`config.mk`:
```
export PLATFORM = sky130hd
export DESIGN_NAME = guard_light_flasher_monitor
export DESIGN_NICKNAME = d
export VERILOG_FILES = /design/src/design/guard_pkg.sv /design/src/design/guard_if.sv /design/src/design/fail_judge.sv /design/src/design/flash_timer.sv /design/src/design/guard_light_flasher_monitor.sv
export VERILOG_INCLUDE_DIRS = /design/src /design/src/design
export SDC_FILE = /design/constraint.sdc
export NUM_CORES = 1
export LEC_CHECK = 0
export BUFFER_PORTS_ARGS = -buffer_cell sky130_fd_sc_hd__buf_2
export CORE_UTILIZATION = 30
export CTS_CLUSTER_DIAMETER = 200
export DETAILED_ROUTE_END_ITERATION = 6
export SYNTH_ARGS = -nofsm -noshare
export SYNTH_HDL_FRONTEND = slang
export SYNTH_SLANG_ARGS = --single-unit
```
`constraint.sdc`:
```
create_clock -name core_clk -period 3.7 [get_ports core_clk]
set_input_delay 0.37 -clock core_clk [delete_from_list [all_inputs] [get_ports core_clk]]
set_output_delay 0.37 -clock core_clk [all_outputs]
set_load 0.03 [all_outputs]
```
`src/design/guard_map.svh`:
```
// register map, field positions, reset values and timing figures
`ifndef GUARD_MAP_SVH
`define GUARD_MAP_SVH

// widths
`define NUM_LIGHTS 8
`define CNT_W 4
`define HOLD_W 16
`define ADDR_W 4
`define DATA_W 32

// register indices
`define REG_CTRL 4'h0
`define REG_STATUS 4'h1
`define REG_FAIL 4'h2
`define REG_HALF 4'h3

// control fields and reset value
`define CTRL_EN_BIT 0
`define CTRL_RESET 1'h1

// status fields
`define ST_RUNNING 0
`define ST_PHASE 1
`define ST_CAUTION 2
`define ST_FAULT 3
`define ST_COMM_FAIL 4
`define ST_LINK_LOST 5
`define ST_HOLD_OVER 6

// fail register fields
`define FAIL_LO 0
`define COMM_LO 8
`define IO_FAIL_BIT 16

// light sets
`define EVEN_MASK 8'h55
`define ODD_MASK 8'hAA
`define FAULT_TOTAL 4'h3

// timing figures in their own units
`define CLK_HZ 64'h0000_0000_05F5_E100
`define FLASH_PER_MIN 31
`define SEC_PER_MIN 60
`define COMM_HOLD_HOURS 8
`define SEC_PER_HOUR 3600

`endif

```
`src/design/guard_pkg.sv`:
```
// state types for the guard light flasher
package guard_pkg;
`include "guard_map.svh"

	typedef struct packed {
		logic ctrl_en;
		logic running;
		logic link_lost;
		logic [`HOLD_W-1:0] hold_cnt;
		logic [`DATA_W-1:0] half_period;
		logic [`NUM_LIGHTS:0] acked;
		logic sticky;
		logic caution;
		logic fault;
		logic comm_fail;
		logic [`NUM_LIGHTS-1:0] lamp_on;
		logic [`DATA_W-1:0] rdata;
	} core_state_t;

	typedef struct packed {
		logic [`DATA_W-1:0] cnt;
		logic phase;
		logic [`DATA_W-1:0] sec_cnt;
		logic sec_tick;
	} timer_state_t;

	typedef struct packed {
		logic fault;
		logic [`CNT_W-1:0] fail_count;
	} judge_state_t;

endpackage : guard_pkg

```
`src/design/guard_if.sv`:
```
// links between the core, the flash timer and the failure judge
`timescale 1ns/100ps
`include "guard_map.svh"

interface guard_if;
	logic run;
	logic [`DATA_W-1:0] half_period;
	logic [`DATA_W-1:0] sec_cycles;
	logic phase;
	logic sec_tick;
	logic [`NUM_LIGHTS-1:0] failed;
	logic fault;
	logic [`CNT_W-1:0] fail_count;

	modport core (output run, half_period, sec_cycles, failed,
		input phase, sec_tick, fault, fail_count);
	modport timer (input run, half_period, sec_cycles,
		output phase, sec_tick);
	modport judge (input failed, output fault, fail_count);
endinterface : guard_if

```
`src/design/fail_judge.sv`:
```
// decides the fault condition from the failed-light vector of a row
`timescale 1ns/100ps
`include "guard_map.svh"

module fail_judge (
	// clock and reset
	input wire logic core_clk,
	input wire logic srst,
	// link to the core
	guard_if.judge lnk
);
	guard_pkg::judge_state_t st;
	guard_pkg::judge_state_t next_st;
	logic [`CNT_W-1:0] total;
	logic adjacent;

	always_comb begin
		next_st = st;
		total = '0;
		for (int i = 0; i < `NUM_LIGHTS; i++) begin
			total = total + {{(`CNT_W-1){1'b0}}, lnk.failed[i]};
		end
		adjacent = |(lnk.failed[`NUM_LIGHTS-2:0]
			& lnk.failed[`NUM_LIGHTS-1:1]);
		// follows the condition only, never a reset input
		next_st.fault = adjacent || total >= `FAULT_TOTAL;
		next_st.fail_count = total;
	end

	always_ff @(posedge core_clk) begin
		if (srst) begin
			st <= '0;
		end else begin
			st <= next_st;
		end
	end

	assign lnk.fault = st.fault;
	assign lnk.fail_count = st.fail_count;
endmodule : fail_judge

```
`src/design/flash_timer.sv`:
```
// half-cycle divider for the alternating flash, plus a one-second tick
`timescale 1ns/100ps
`include "guard_map.svh"

module flash_timer (
	// clock and reset
	input wire logic core_clk,
	input wire logic srst,
	// link to the core
	guard_if.timer lnk
);
	guard_pkg::timer_state_t st;
	guard_pkg::timer_state_t next_st;
	logic [`DATA_W-1:0] last;
	logic [`DATA_W-1:0] half_len;

	always_comb begin
		next_st = st;
		next_st.sec_tick = 1'b0;
		last = (lnk.half_period == '0) ? '0 : lnk.half_period - 1'b1;
		if (!lnk.run) begin
			next_st.cnt = '0;
			next_st.phase = 1'b0;
		end else if (st.cnt >= last) begin
			// both sets swap on one edge, so their halves are equal
			next_st.cnt = '0;
			next_st.phase = ~st.phase;
		end else begin
			next_st.cnt = st.cnt + 1'b1;
		end
		if (st.sec_cnt >= lnk.sec_cycles - 1'b1) begin
			next_st.sec_cnt = '0;
			next_st.sec_tick = 1'b1;
		end else begin
			next_st.sec_cnt = st.sec_cnt + 1'b1;
		end
	end

	always_ff @(posedge core_clk) begin
		if (srst) begin
			st <= '0;
		end else begin
			st <= next_st;
		end
	end

	assign lnk.phase = st.phase;
	assign lnk.sec_tick = st.sec_tick;

	// cycles spent in the current half
	always_ff @(posedge core_clk) begin
		if (srst || !lnk.run || st.phase != next_st.phase) begin
			half_len <= '0;
		end else begin
			half_len <= half_len + 1'b1;
		end
	end
endmodule : flash_timer

```
`src/design/guard_light_flasher_monitor.sv`:
```
// What this block does
// - one closed contact switches on every guard light on the regulator.
// - when on goes active, all lights switch on and pulse unaided.
// - even lights pulse together, odd lights pulse as even ones go out.
// - each set is powered for half of every cycle, within half percent.
// - flash rate stays 30 to 32 per minute at every brightness.
// - caution rises on any failed light, control device or I/O module.
// - fault rises on two adjacent or three total failed lights in a row.
// - caution clears only by the maintenance reset contact.
// - after a reset, a later new failure raises caution again.
// - fault stays until the failure is gone; reset cannot clear it.
// - caution is active whenever fault is active.
// - one failed lamp leaves the rest of the row pulsing normally.
// - on loss of control link, pulsing continues for eight hours.
// - lights of one set switch together, well within 0.05 second.
// - even set runs opposite the odd set, within 0.13 second.
// - failed control device forces its lamps off; counts as component.
// - lost link to a control device is a communication failure.
// - segments switch by commands to control devices over carrier.
`timescale 1ns/100ps
`include "guard_map.svh"

module guard_light_flasher_monitor #(
	parameter logic [`DATA_W-1:0] HALF_CYCLES = `DATA_W'(
		(64'(`SEC_PER_MIN) * `CLK_HZ) / (64'(`FLASH_PER_MIN) * 64'd2)),
	parameter logic [`DATA_W-1:0] SEC_CYCLES = `DATA_W'(`CLK_HZ),
	parameter logic [`HOLD_W-1:0] HOLD_SECONDS = `HOLD_W'(
		`COMM_HOLD_HOURS * `SEC_PER_HOUR)
) (
	// clock and reset
	input wire logic core_clk,
	input wire logic srst,
	// contacts from the vault computer and maintenance
	input wire logic on_contact,
	input wire logic caution_reset_contact,
	input wire logic ctrl_link_ok,
	// monitoring of the row
	input wire logic [`NUM_LIGHTS-1:0] lamp_fail,
	input wire logic [`NUM_LIGHTS-1:0] lcd_fail,
	input wire logic [`NUM_LIGHTS-1:0] xfmr_fail,
	input wire logic [`NUM_LIGHTS-1:0] lcd_comm_ok,
	input wire logic io_module_fail,
	// light commands and alarm contacts
	output logic [`NUM_LIGHTS-1:0] lamp_on,
	output logic caution_out,
	output logic fault_out,
	output logic comm_fail_out,
	// register port
	input wire logic [`ADDR_W-1:0] reg_addr,
	input wire logic [`DATA_W-1:0] reg_wdata,
	input wire logic reg_wr,
	input wire logic reg_rd,
	output logic [`DATA_W-1:0] reg_rdata
);
	guard_pkg::core_state_t st;
	guard_pkg::core_state_t next_st;
	guard_if lnk ();

	logic [`NUM_LIGHTS-1:0] failed;
	logic [`NUM_LIGHTS:0] fail_all;
	logic new_fail;
	logic hold_over;
	logic run_req;
	logic [`DATA_W-1:0] status_word;
	logic [`DATA_W-1:0] fail_word;

	flash_timer u_timer (
		.core_clk(core_clk),
		.srst(srst),
		.lnk(lnk)
	);

	fail_judge u_judge (
		.core_clk(core_clk),
		.srst(srst),
		.lnk(lnk)
	);

	// lamp, device and transformer all count as component failures
	assign failed = lamp_fail | lcd_fail | xfmr_fail;
	assign fail_all = {io_module_fail, failed};
	assign new_fail = |(fail_all & ~st.acked);
	assign hold_over = st.hold_cnt >= HOLD_SECONDS;
	// the one contact feeds the whole row
	assign run_req = on_contact && st.ctrl_en;

	assign lnk.run = st.running;
	assign lnk.half_period = st.half_period;
	assign lnk.sec_cycles = SEC_CYCLES;
	assign lnk.failed = failed;

	always_comb begin
		status_word = '0;
		status_word[`ST_RUNNING] = st.running;
		status_word[`ST_PHASE] = lnk.phase;
		status_word[`ST_CAUTION] = st.caution;
		status_word[`ST_FAULT] = st.fault;
		status_word[`ST_COMM_FAIL] = st.comm_fail;
		status_word[`ST_LINK_LOST] = st.link_lost;
		status_word[`ST_HOLD_OVER] = hold_over;
		fail_word = '0;
		fail_word[`FAIL_LO +: `NUM_LIGHTS] = failed;
		fail_word[`COMM_LO +: `NUM_LIGHTS] = ~lcd_comm_ok;
		fail_word[`IO_FAIL_BIT] = io_module_fail;
	end

	always_comb begin
		next_st = st;
		next_st.rdata = '0;

		// register writes
		if (reg_wr) begin
			unique case (reg_addr)
				`REG_CTRL: next_st.ctrl_en = reg_wdata[`CTRL_EN_BIT];
				`REG_HALF: next_st.half_period = reg_wdata;
				default: ;
			endcase
		end

		// register reads, answered in the next cycle only
		if (reg_rd) begin
			unique case (reg_addr)
				`REG_CTRL: next_st.rdata = {{(`DATA_W-1){1'b0}}, st.ctrl_en};
				`REG_STATUS: next_st.rdata = status_word;
				`REG_FAIL: next_st.rdata = fail_word;
				`REG_HALF: next_st.rdata = st.half_period;
				default: next_st.rdata = '0;
			endcase
		end

		// run control, held through a link loss for the hold time
		next_st.link_lost = !ctrl_link_ok;
		if (ctrl_link_ok) begin
			next_st.running = run_req;
			next_st.hold_cnt = '0;
		end else if (hold_over) begin
			next_st.running = 1'b0;
		end else begin
			next_st.running = st.running;
			if (lnk.sec_tick) begin
				next_st.hold_cnt = st.hold_cnt + 1'b1;
			end
		end

		// one phase bit for all lights: sets switch on the same edge
		for (int i = 0; i < `NUM_LIGHTS; i++) begin
			next_st.lamp_on[i] = st.running && (lnk.phase == i[0])
				&& !lcd_fail[i];
		end

		// caution: sticky, set beats the maintenance clear
		// a clear during a fault is refused, so caution outlives the fault
		next_st.sticky = new_fail
			|| (st.sticky
			&& !(caution_reset_contact && !lnk.fault));
		// last failure set: a new failure is a bit that rises
		next_st.acked = fail_all;
		next_st.fault = lnk.fault;
		next_st.caution = next_st.sticky || lnk.fault;
		next_st.comm_fail = ~&lcd_comm_ok;
	end

	always_ff @(posedge core_clk) begin
		if (srst) begin
			st <= '0;
			st.ctrl_en <= `CTRL_RESET;
			st.half_period <= HALF_CYCLES;
		end else begin
			st <= next_st;
		end
	end

	assign lamp_on = st.lamp_on;
	assign caution_out = st.caution;
	assign fault_out = st.fault;
	assign comm_fail_out = st.comm_fail;
	assign reg_rdata = st.rdata;
endmodule : guard_light_flasher_monitor

```
==> metrics, run 1 <==
status complete, but fails checks; failing checks negative setup slack; CP Max Fanout 8; area of the core 26,880 µm²; Yosys warnings 0; Peak supply drop roughly 0.00027 V; gr busiest metal met2; gr usage total approximately 15%; Hold Vio Cnt, Final 0; clk_lat worst skew 0.44 ns; proportion of layout cells with a drive suffix above 1 between 20% and 30%; # clock sinks 171; TritonCTS Buffers 17; Vert. Die Dim 167.2 µm; final wirelength approximately 22,000 µm; Critical Path RT 4.07 ns; Hold Worst Slack ~0.10 ns; antenna violations before repair 0; Reg clk slew, reported paths around 0.070 ns; most frequent cells in the layout dfxtp_1, nor2_1, nand2_1, buf_2, buf_4; H-tree level count 4; setup violators final 32; vias in the first global route 6,634; Fillers 2,732; Clk Tree Root Cell clkbuf_16; Crit. End Element flop; slowest cell on the critical path or4_4; post-synth cell types between 50 and 60; Storage cell area 3428 µm²; Worst path top cell family by delay simple AND/OR/NAND/NOR gates; Adder-Cell Fraction of Synth Area 7.247%; first-pass detailed-route iteration total 5; Worst Hold Class in -> reg; Mapped Cells approximately 980; XOR/XNOR Fraction of Synth Area under 10%; post-synthesis sequential area ratio 41.83%; slew margin rel. approximately two fifths; mux share of post-synthesis cell area 0.5045%; pwr/cell area a little under 400 nW/µm²; initial DRC count about 480; Die Footprint 27,940 µm²; RSZ-0062 raised after global routing true; crit path kind reg -> reg; multi-input logic area about 4400 µm²; Pleak about 0.0041 µW; Crit path depth 14; Post-synth EDFFs 0; Worst Hold Path Cells 2; Critical Path Max Stage Delay between 0.5 and 0.6 ns; crit path DAT 4.19 ns; Clock Path Buffers 2; IO Count 119; worst slew pin tran approximately 0.9 ns; Antenna diodes 0; Final Slew Violations 0; row count 60; gr ovfl total 0; met3 GRT Util 3.687%; combinational family with the most area after synthesis simple AND/OR/NAND/NOR gates; asr flop ratio synth 0%; dpl hpwl 16,300 µm; startpoint types flop; Final #Nets 1,227; R2R cell count 14; port bufs 118; Pwr Total 3968 µW; grt met1 use between 10% and 20%; CTS tree yes; DR vias/cell 4.766; Routed WL per cell 14.74 µm; Die X 167.2 µm; Synth Area per Inst 8.377 µm²; Top FF cell, synth dfxtp_1; Compound-Gate Fraction of Synth Area 7.185%; drt drc 0; Yosys reg bits 171; Simple-Gate Fraction of Synth Area 26.49%; minimum clock period between 3 and 4 ns; Worst Path Buf+Inv 2; final core occ 37.65%; via count 6,958; hold_buf cts 0; met2 Track Usage GR around a quarter; post-route setup slack -0.1290 ns; maximum clock rate 261.2 MHz; Max-Cap Viols 0; largest net degree at the start of global routing 40; Initial Util 30.45%; post-synth design cell area ~8200 µm²; placer congestion estimate 0.8762; clock skew ~0.015 ns; commonest non-fill, non-tap cell in the layout dfxtp_1; ANT nets after route 0; CP cell instances or4_4 -> nor4b_4 -> nand4_1 -> or4_4 -> and2_4 -> ha_4 -> nand2b_4 -> a2111oi_4 -> a2111oi_4 -> o41ai_2 -> buf_4 -> o2111ai_4 -> clkbuf_16 -> nor2_1; area grow syn2layout 23.65%; fin crit share 103.5%; first-pass GRT wire length ~34,000 µm
metal layers:
metal  share of wire, %  wire length [µm]  vias to the layer above
met2                 47             10220                      197
met5                  0                 0                        -
met1                 45              9747                     3222
met4                1.4               292                        0
li1                   -                 -                     3516
met3                5.9              1265                       23
area by class of cell:
cell class / instances / area share [%]
well taps: 341 / 4.216
clock inverters: 12 / 1.459
flip-flops and latches: 171 / 33.88
inverters: 31 / 1.150
repair buffers: 182 / 11.08
clock buffers: 20 / 4.612
multi-input cells: 703 / 43.61
path summary, 6_finish.rpt:
check                          start              to  slack [ns]
setup / recovery  lnk.half_period[7]  u_timer.st[42]       -0.13
hold / removal           lcd_fail[2]      lamp_on[2]        0.10
setup reg to reg  lnk.half_period[7]  u_timer.st[42]       -0.13
hold reg to reg        u_timer.st[1]   u_timer.st[1]        0.45
sequential cells by signal, indices dropped and copies added, names as in the netlist:
name and cells:
reg_rdata 32, comm_fail_out 1, fault_out 1, u_timer.lnk.sec_tick 1
lamp_on 8, u_judge.lnk.fault 1, lnk.run 1, caution_out 1
u_timer.st 64, u_timer.lnk.phase 1, lnk.half_period 32, st 28
kinds of logic (layout without fill, tap and decap cells):
family	count (synthesis)	count (layout)
other	1	5
flip-flops	171	171
AO/OA/AOI/OAI	94	94
AND/OR/NAND/NOR	464	464
multiplexers	4	4
adder cells (fa/ha/maj)	45	45
XOR/XNOR	91	91
buffers and inverters	107	245
Yosys cell counts, drive strengths merged (2+ instances only):
cell type,number,area [µm²]
nand4,22,137.6
buf,46,340.3
o211ai,2,15.01
and4,7,61.31
ha,41,513.0
a21oi,46,230.2
nor3,31,155.2
a2111oi,2,17.52
nor4,13,81.33
a222oi,6,60.06
nand2,130,488.0
o22ai,4,25.02
a22oi,4,30.03
xor2,45,394.1
clkbuf,30,112.6
and3,17,106.4
nor2,150,563.0
nor2b,3,18.77
xnor2,46,402.9
a21o,3,22.52
dfxtp,171,3423
nor4b,3,41.29
o21a,2,15.01
a31oi,3,18.77
mux2i,3,30.03
a211oi,2,15.01
or4,7,63.81
or2,3,18.77
nor3b,2,15.01
or3,6,37.54
o21ai,10,50.05
and2,19,118.9
inv,31,116.4
nand2b,3,18.77
o2111ai,2,17.52
nand3,47,235.2
fa,4,80.08
through the flow:
stage                     area, µm²  setup WS (ns)  cells  TNS (ns)
final                         10120        -0.1290   1460    -3.150
after global routing          10120        -0.3137   1460    -9.065
after CTS                      9935       -0.08103   1455    -1.968
after floorplan                8257        -0.2606    981    -7.546
after detailed placement       9256        -0.2943   1421    -9.092
after global placement         9256        -0.1901   1421    -5.835
power by group:
group,internal [µW],switching [µW]
Clock,1070,806
Combinational,91.9,124
Sequential,1860,12.3
Total,3030,942
repair_timing:
item | 4_1_cts | 5_1_grt
setup buffers | 2 | 3
pin swaps | 3 | 4
cloned | 0 | 2
endpoints found under the hold margin | 0 | 0
resized for setup | 10 | 30
endpoints found under the setup margin | 33 | 33
worst register-to-register path, delay by kind of cell (launching register included):
| family | cells | cell delay [ns] |
|---|---|---|
| flops | 1 | 0.32 |
| fa+ha+maj | 1 | 0.20 |
| simple gates | 7 | 1.94 |
| compound gates | 4 | 0.88 |
| buf+inv | 2 | 0.42 |
No activity file was read; power rests on OpenSTA's default activity.
==> run 2: changes to the inputs <==
--- a/config.mk
+++ b/config.mk
@@ -10,6 +10,7 @@
 export CORE_UTILIZATION = 30
 export CTS_CLUSTER_DIAMETER = 200
 export DETAILED_ROUTE_END_ITERATION = 6
+export GPL_TIMING_DRIVEN = 0
 export SYNTH_ARGS = -nofsm -noshare
 export SYNTH_HDL_FRONTEND = slang
 export SYNTH_SLANG_ARGS = --single-unit
==> run 2 against run 1 <==
  * The flow still finishes with violations (negative setup slack)
  * Final area rose by 1.5%
  * Fmax fell by 6.6%
  * Count of clock-buffer cells in the layout fell by 3
  * Clock skew fell by 0.0031 ns
  * Cell count rose by 2.0%
  * Non-clock buffer count rose by 29
  * Worst setup slack got worse by 0.27 ns
  * Combinational power barely moved
  * Via count rose by 2.4%
  * Sequential share of layout area fell by 0.45 points
  * Utilization rose by 0.58 points
  * Flip-flop and latch count did not move
  * Highest routed layer unchanged
==> metrics, run 2 (synthesis gave the netlist of run 1 again) <==
Initial Util 30.45% (unchanged); H-tree level count 4 (unchanged); port bufs 118 (unchanged); gr ovfl total 0 (unchanged); area of the core 26,880 µm² (unchanged); hold_buf cts 0 (unchanged); CTS tree yes; TritonCTS Buffers 17 (unchanged); CP Max Fanout 8 (unchanged); Pwr Total 3910 µW (-1.5%); first-pass GRT wire length 33,780 µm (-0.35%); fin cells 1,489 (+2.0%); slew margin rel. 38.50% (-2.8 points); area grow syn2layout 25.55%; Crit. End Element flop; minimum clock period 4.098 ns (+0.2688 ns); R2R cell count 15 (+1); DP Area 9274 µm² (+0.19%); largest register by flop count u_timer.st; Clk Tree Root Cell clkbuf_16; CP cell instances or4_4 -> nor4b_4 -> nand4_1 -> or4_4 -> buf_8 -> and2_4 -> ha_4 -> nand2b_4 -> a2111oi_4 -> a2111oi_4 -> o41ai_2 -> o2111ai_2 -> buf_6 -> clkbuf_16 -> nor2_1; commonest non-fill, non-tap cell in the layout dfxtp_1; # clock sinks 171 (unchanged); Worst Hold Path Cells 2 (unchanged); Worst Hold Class in -> reg; worst slew pin tran 0.9140 ns (+0.03406 ns); Reg clk slew, reported paths 0.07 ns (about the same); post-layout instance area 10,270 µm² (+1.5%); Critical Path RT 4.07 ns (about the same); final wirelength 21,480 µm (-0.21%); Peak supply drop 0.0002065 V (-24%); Antenna diodes 0 (unchanged); via count 7,123 (+2.4%); failing checks negative setup slack; Die Footprint 27,940 µm² (unchanged); startpoint types flop; final core occ 38.23% (+0.58 points); Final #Nets 1,256 (+2.4%); clock skew 0.01218 ns (-0.003073 ns); setup violators final 33 (+3.1%); Fillers 2,756 (+0.88%); placer congestion estimate 0.7900 (-9.8%); Hold Path Origin lcd_fail[4]; worst hold endpoint lamp_on[4]; Clock Path Buffers 2 (unchanged); placed cell count 1,440 (+1.3%); Routed WL per cell 14.42 µm (-2.2%); FF-to-FF Start lnk.half_period[5]; ANT nets after route 0 (unchanged); Max-Cap Viols 0 (unchanged); Vert. Die Dim 167.2 µm (unchanged); pwr/cell area 380.5 nW/µm² (-2.9%); Pleak 0.004130 µW (+0.71%); status complete, but fails checks; DR vias/cell 4.784 (+0.38%); Hold Worst Slack 0.09634 ns (-0.006611 ns); Hold Vio Cnt, Final 0 (unchanged); largest net degree at the start of global routing 19 (-53%); clk_lat worst skew 0.43 ns (about the same); row count 60 (unchanged); multi-input logic area 4449 µm² (+0.82%); Worst Path Buf+Inv 3 (+1); Die X 167.2 µm (unchanged); IO Count 119 (unchanged); crit path kind reg -> reg; most frequent cells in the layout dfxtp_1, nand2_1, nor2_1, buf_2, buf_4; Critical Path Source lnk.half_period[5]; R2R setup slack -0.40 ns (-0.27 ns); vias in the first global route 6,643 (+0.14%); Storage cell area 3435 µm² (+0.18%); maximum clock rate 244.0 MHz (-6.6%); Final Slew Violations 0 (unchanged); slowest cell on the critical path or4_4; crit path DAT 4.47 ns (+0.28 ns); fin crit share 110.8% (+7.3 points); FF-to-FF End u_timer.st[42]; proportion of layout cells with a drive suffix above 1 23.43% (+0.29 points); dpl hpwl 16,490 µm (+1.1%); first-pass detailed-route iteration total 5 (unchanged); post-route setup slack -0.3978 ns (-0.2688 ns); max reg flops 64 (unchanged); drt drc 0 (unchanged); gr usage total 15.42% (+0.022 points); Worst path top cell family by delay simple AND/OR/NAND/NOR gates; Critical Path Max Stage Delay 0.54 ns (about the same); RSZ-0062 raised after global routing true; initial DRC count 494 (+3.1%); antenna violations before repair 0 (unchanged)
## run 2: changes by cell type in the layout (fill, tap and decap cells not counted), sizes merged
cell    before  now
clkbuf      21   45
clkinv       2    5
buf        181  183
bufinv       2    1
inv         38   39
## run 2: stage by stage
stage / setup WS [ns] / TNS, ns
6_report: -0.3978 / -12.27
5_1_grt: -0.5724 / -18.14
4_1_cts: -0.3465 / -10.45
3_5_place_dp: -1.148 / -36.39
3_3_place_gp: -1.163 / -36.82
2_1_floorplan: -0.2606 / -7.546
## run 2: cell type report
class                   count  area share (%)
well taps                 341           4.152
inverters                  31           1.132
repair buffers            136           7.319
plain buffers              75           4.847
clock buffers              17           4.140
clock inverters            15           1.680
multi-input cells         703           43.30
flip-flops and latches    171           33.43
## run 2: repair_timing
item / CTS / global route
pin swaps: 14 / 7
resized for setup: 31 / 37
endpoints found under the setup margin: 33 / 34
setup buffers: 13 / 2
cloned: 3 / 0
## run 2: worst max-delay path by stage
stage / cells past startpoint / endpoint / slack, ns
final: 15 / u_timer.st[42] / -0.40
after detailed placement: 16 / u_timer.st[34] / -1.15
after floorplan: 15 / u_timer.st[34] / -0.26
after CTS: 15 / u_timer.st[50] / -0.35
after global routing: 15 / u_timer.st[42] / -0.57
after global placement: 16 / u_timer.st[34] / -1.16
## run 2: where the power goes
| group | switching (µW) | total (µW) | internal [µW] |
|---|---|---|---|
| sequential | 17.0 | 1880 | 1860 |
| combinational | 126 | 216 | 90.6 |
| clock | 849 | 1810 | 966 |
| total | 992 | 3910 | 2920 |
## run 2: layer usage
| layer | global-route usage, % | share of wire [%] | vias up |
|---|---|---|---|
| li1 | - | - | 3576 |
| met1 | 20.51 | 47 | 3352 |
| met2 | 24.98 | 46 | 178 |
| met3 | 3.167 | 5.4 | 17 |
| met4 | 4.866 | 0.88 | 0 |
| met5 | 0 | 0 | - |
## run 2: worst reg2reg max path, stage by stage, from the launching register on
cell and delay [ns]:
dfxtp_4 0.36, or4_4 0.54, nor4b_4 0.33, nand4_1 0.14
or4_4 0.53, buf_8 0.16, and2_4 0.16, ha_4 0.20
nand2b_4 0.14, a2111oi_4 0.35, a2111oi_4 0.09, o41ai_2 0.44
o2111ai_2 0.17, buf_6 0.19, clkbuf_16 0.17, nor2_1 0.07
==> run 3: changes to the inputs <==
--- a/config.mk
+++ b/config.mk
@@ -7,10 +7,13 @@
 export NUM_CORES = 1
 export LEC_CHECK = 0
 export BUFFER_PORTS_ARGS = -buffer_cell sky130_fd_sc_hd__buf_2
+export CELL_PAD_IN_SITES_DETAIL_PLACEMENT = 1
+export CELL_PAD_IN_SITES_GLOBAL_PLACEMENT = 1
 export CORE_UTILIZATION = 30
 export CTS_CLUSTER_DIAMETER = 200
 export DETAILED_ROUTE_END_ITERATION = 6
 export GPL_TIMING_DRIVEN = 0
+export PLACE_DENSITY_LB_ADDON = 0.1
 export SYNTH_ARGS = -nofsm -noshare
 export SYNTH_HDL_FRONTEND = slang
 export SYNTH_SLANG_ARGS = --single-unit
==> run 3 against run 2 <==
  * The flow still finishes with violations (negative setup slack)
  * Cell count increased by 0.20%
  * Largest cell class unchanged
  * Largest power group unchanged
  * Clock skew up 0.0050 ns
  * Count of clock-buffer cells in the layout is 3 higher
  * Die area unchanged
==> metrics, run 3 (synthesis gave the netlist of run 1 again) <==
Critical Path Max Stage Delay 0.55 ns (about the same); FF-to-FF End u_timer.st[61]; Max-Cap Viols 0 (unchanged); vias in the first global route 7,172 (+8.0%); gr usage total 17.82% (+2.4 points); CP Max Fanout 8 (unchanged); drt drc 0 (unchanged); port bufs 118 (unchanged); dpl hpwl 18,370 µm (+11%); # clock sinks 171 (unchanged); Pleak 0.004177 µW (+1.1%); setup violators final 33 (unchanged); placer congestion estimate 0.7419 (-6.1%); Critical Path Source lnk.half_period[7]; Pwr Total 3833 µW (-2.0%); crit path DAT 4.40 ns (-0.07 ns); Storage cell area 3437 µm² (about the same); Critical Path RT 4.06 ns (about the same); multi-input logic area 4534 µm² (+1.9%); Antenna diodes 0 (unchanged); reported net switching power 963.9 µW (-2.8%); area of the core 26,880 µm² (unchanged); crit path kind reg -> reg; FF-to-FF Start lnk.half_period[7]; Initial Util 30.45% (unchanged); final wirelength 23,900 µm (+11%); TritonCTS Buffers 17 (unchanged); worst slew pin tran 0.9669 ns (+0.05286 ns); CP cell instances or4_4 -> nor4b_4 -> nand4_1 -> or4_4 -> buf_8 -> and2_4 -> ha_4 -> nand2b_4 -> a2111oi_4 -> a2111oi_4 -> o41ai_4 -> o2111ai_2 -> buf_6 -> clkbuf_16 -> nor2_4; ANT nets after route 0 (unchanged); minimum clock period 4.039 ns (-0.05927 ns); Final #Nets 1,259 (+0.24%); Crit. End Element flop; Final Slew Violations 0 (unchanged); Fillers 3,273 (+19%); CTS tree yes; Clock Path Buffers 2 (unchanged); Worst Hold Class in -> reg; Peak supply drop 0.0002466 V (+19%); slowest cell on the critical path or4_4; placed cell count 1,440 (unchanged); antenna violations before repair 0 (unchanged); maximum clock rate 247.6 MHz (+1.5%); H-tree level count 4 (unchanged); R2R setup slack -0.34 ns (+0.06 ns); DP Area 9274 µm² (unchanged); post-route setup slack -0.3386 ns (+0.05927 ns); Die X 167.2 µm (unchanged); row count 60 (unchanged); most frequent cells in the layout dfxtp_1, nor2_1, nand2_1, buf_2, buf_4; Vert. Die Dim 167.2 µm (unchanged); clk_lat worst skew 0.43 ns (about the same); share of power burned in registers 49.0% (+0.9 points); clock skew 0.01720 ns (+0.005017 ns); RSZ-0062 raised after global routing true; via count 7,002 (-1.7%); commonest non-fill, non-tap cell in the layout dfxtp_1; Crit path depth 15 (unchanged); proportion of layout cells with a drive suffix above 1 24.15% (+0.72 points); IO Count 119 (unchanged); fin crit share 109.2% (-1.6 points); sw frac 25.15% (-0.21 points); largest net degree at the start of global routing 17 (-2); DR vias/cell 4.693 (-1.9%); R2R cell count 15 (unchanged); Int Power 2869 µW (-1.7%); pwr/cell area 369.6 nW/µm² (-2.9%); Comb power frac 5.6% (about the same); worst setup path end u_timer.st[61]; Clk Tree Root Cell clkbuf_16; largest register by flop count u_timer.st; Die Footprint 27,940 µm² (unchanged); slew margin rel. 35.04% (-3.5 points); status complete, but fails checks; first-pass detailed-route iteration total 4 (-1); Worst Path Buf+Inv 3 (unchanged); post-layout instance area 10,370 µm² (+0.94%); Hold Vio Cnt, Final 0 (unchanged); startpoint types flop; initial DRC count 224 (-55%); fin cells 1,492 (+0.20%); Worst path top cell family by delay simple AND/OR/NAND/NOR gates; clock power share 45.4% (-1.0 points); max reg flops 64 (unchanged); area grow syn2layout 26.72%; Reg clk slew, reported paths 0.08 ns (about the same); first-pass GRT wire length 39,110 µm (+16%); gr ovfl total 0 (unchanged); failing checks negative setup slack; DP Worst Slack -1.340 ns (-0.1919 ns); Routed WL per cell 16.02 µm (+11%)
run 3: worst min path at each step:
stage / cells past startpoint / from / endpoint
after floorplan: 1 / u_timer.st[1] / u_timer.st[1]
after global placement: 1 / u_timer.st[1] / u_timer.st[1]
after detailed placement: 1 / u_timer.st[1] / u_timer.st[1]
after CTS: 2 / lcd_fail[2] / lamp_on[2]
after global routing: 2 / lcd_fail[2] / lamp_on[2]
final: 2 / lcd_fail[2] / lamp_on[2]
run 3: power by group through the flow:
| stage | Clock [µW] | Combinational, µW | Sequential (µW) |
|---|---|---|---|
| 2_1_floorplan | 0 | 106 | 1920 |
| 3_3_place_gp | 0 | 199 | 1920 |
| 3_5_place_dp | 0 | 202 | 1920 |
| 4_1_cts | 1790 | 214 | 1880 |
| 5_1_grt | 1870 | 246 | 1880 |
| 6_report | 1740 | 216 | 1880 |
run 3: per-stage QoR:
step	utilization, %	TNS [ns]	hold WS (ns)
6_report	38.59	-10.32	0.09939
5_1_grt	38.59	-16.35	0.07266
4_1_cts	37.66	-13.14	0.08549
3_5_place_dp	34.51	-42.61	0.4420
3_3_place_gp	34.51	-41.47	0.4354
2_1_floorplan	-	-7.546	0.4175
run 3: cell type report:
| type | instances | share of cell area (%) |
|---|---|---|
| plain buffers | 75 | 5.031 |
| clock buffers | 20 | 4.403 |
| clock inverters | 12 | 1.050 |
| inverters | 31 | 1.122 |
| multi-input cells | 703 | 43.72 |
| flip-flops and latches | 171 | 33.14 |
| well taps | 341 | 4.114 |
| repair buffers | 139 | 7.419 |
run 3: timing repair:
action	4_1_cts	5_1_grt
setup buffers	14	4
pin swaps	11	13
endpoints found under the setup margin	33	34
hold buffers	0	0
gates cloned	1	2
gates resized for setup	33	46
run 3: layer usage:
layer  up-vias  share of wire, %  track usage (%)
li1       3571                 -                -
met1      3343                48            23.66
met3        13               2.5            2.883
met4         0               1.1            4.547
met5         -                 0                0
met2        75                49            30.02
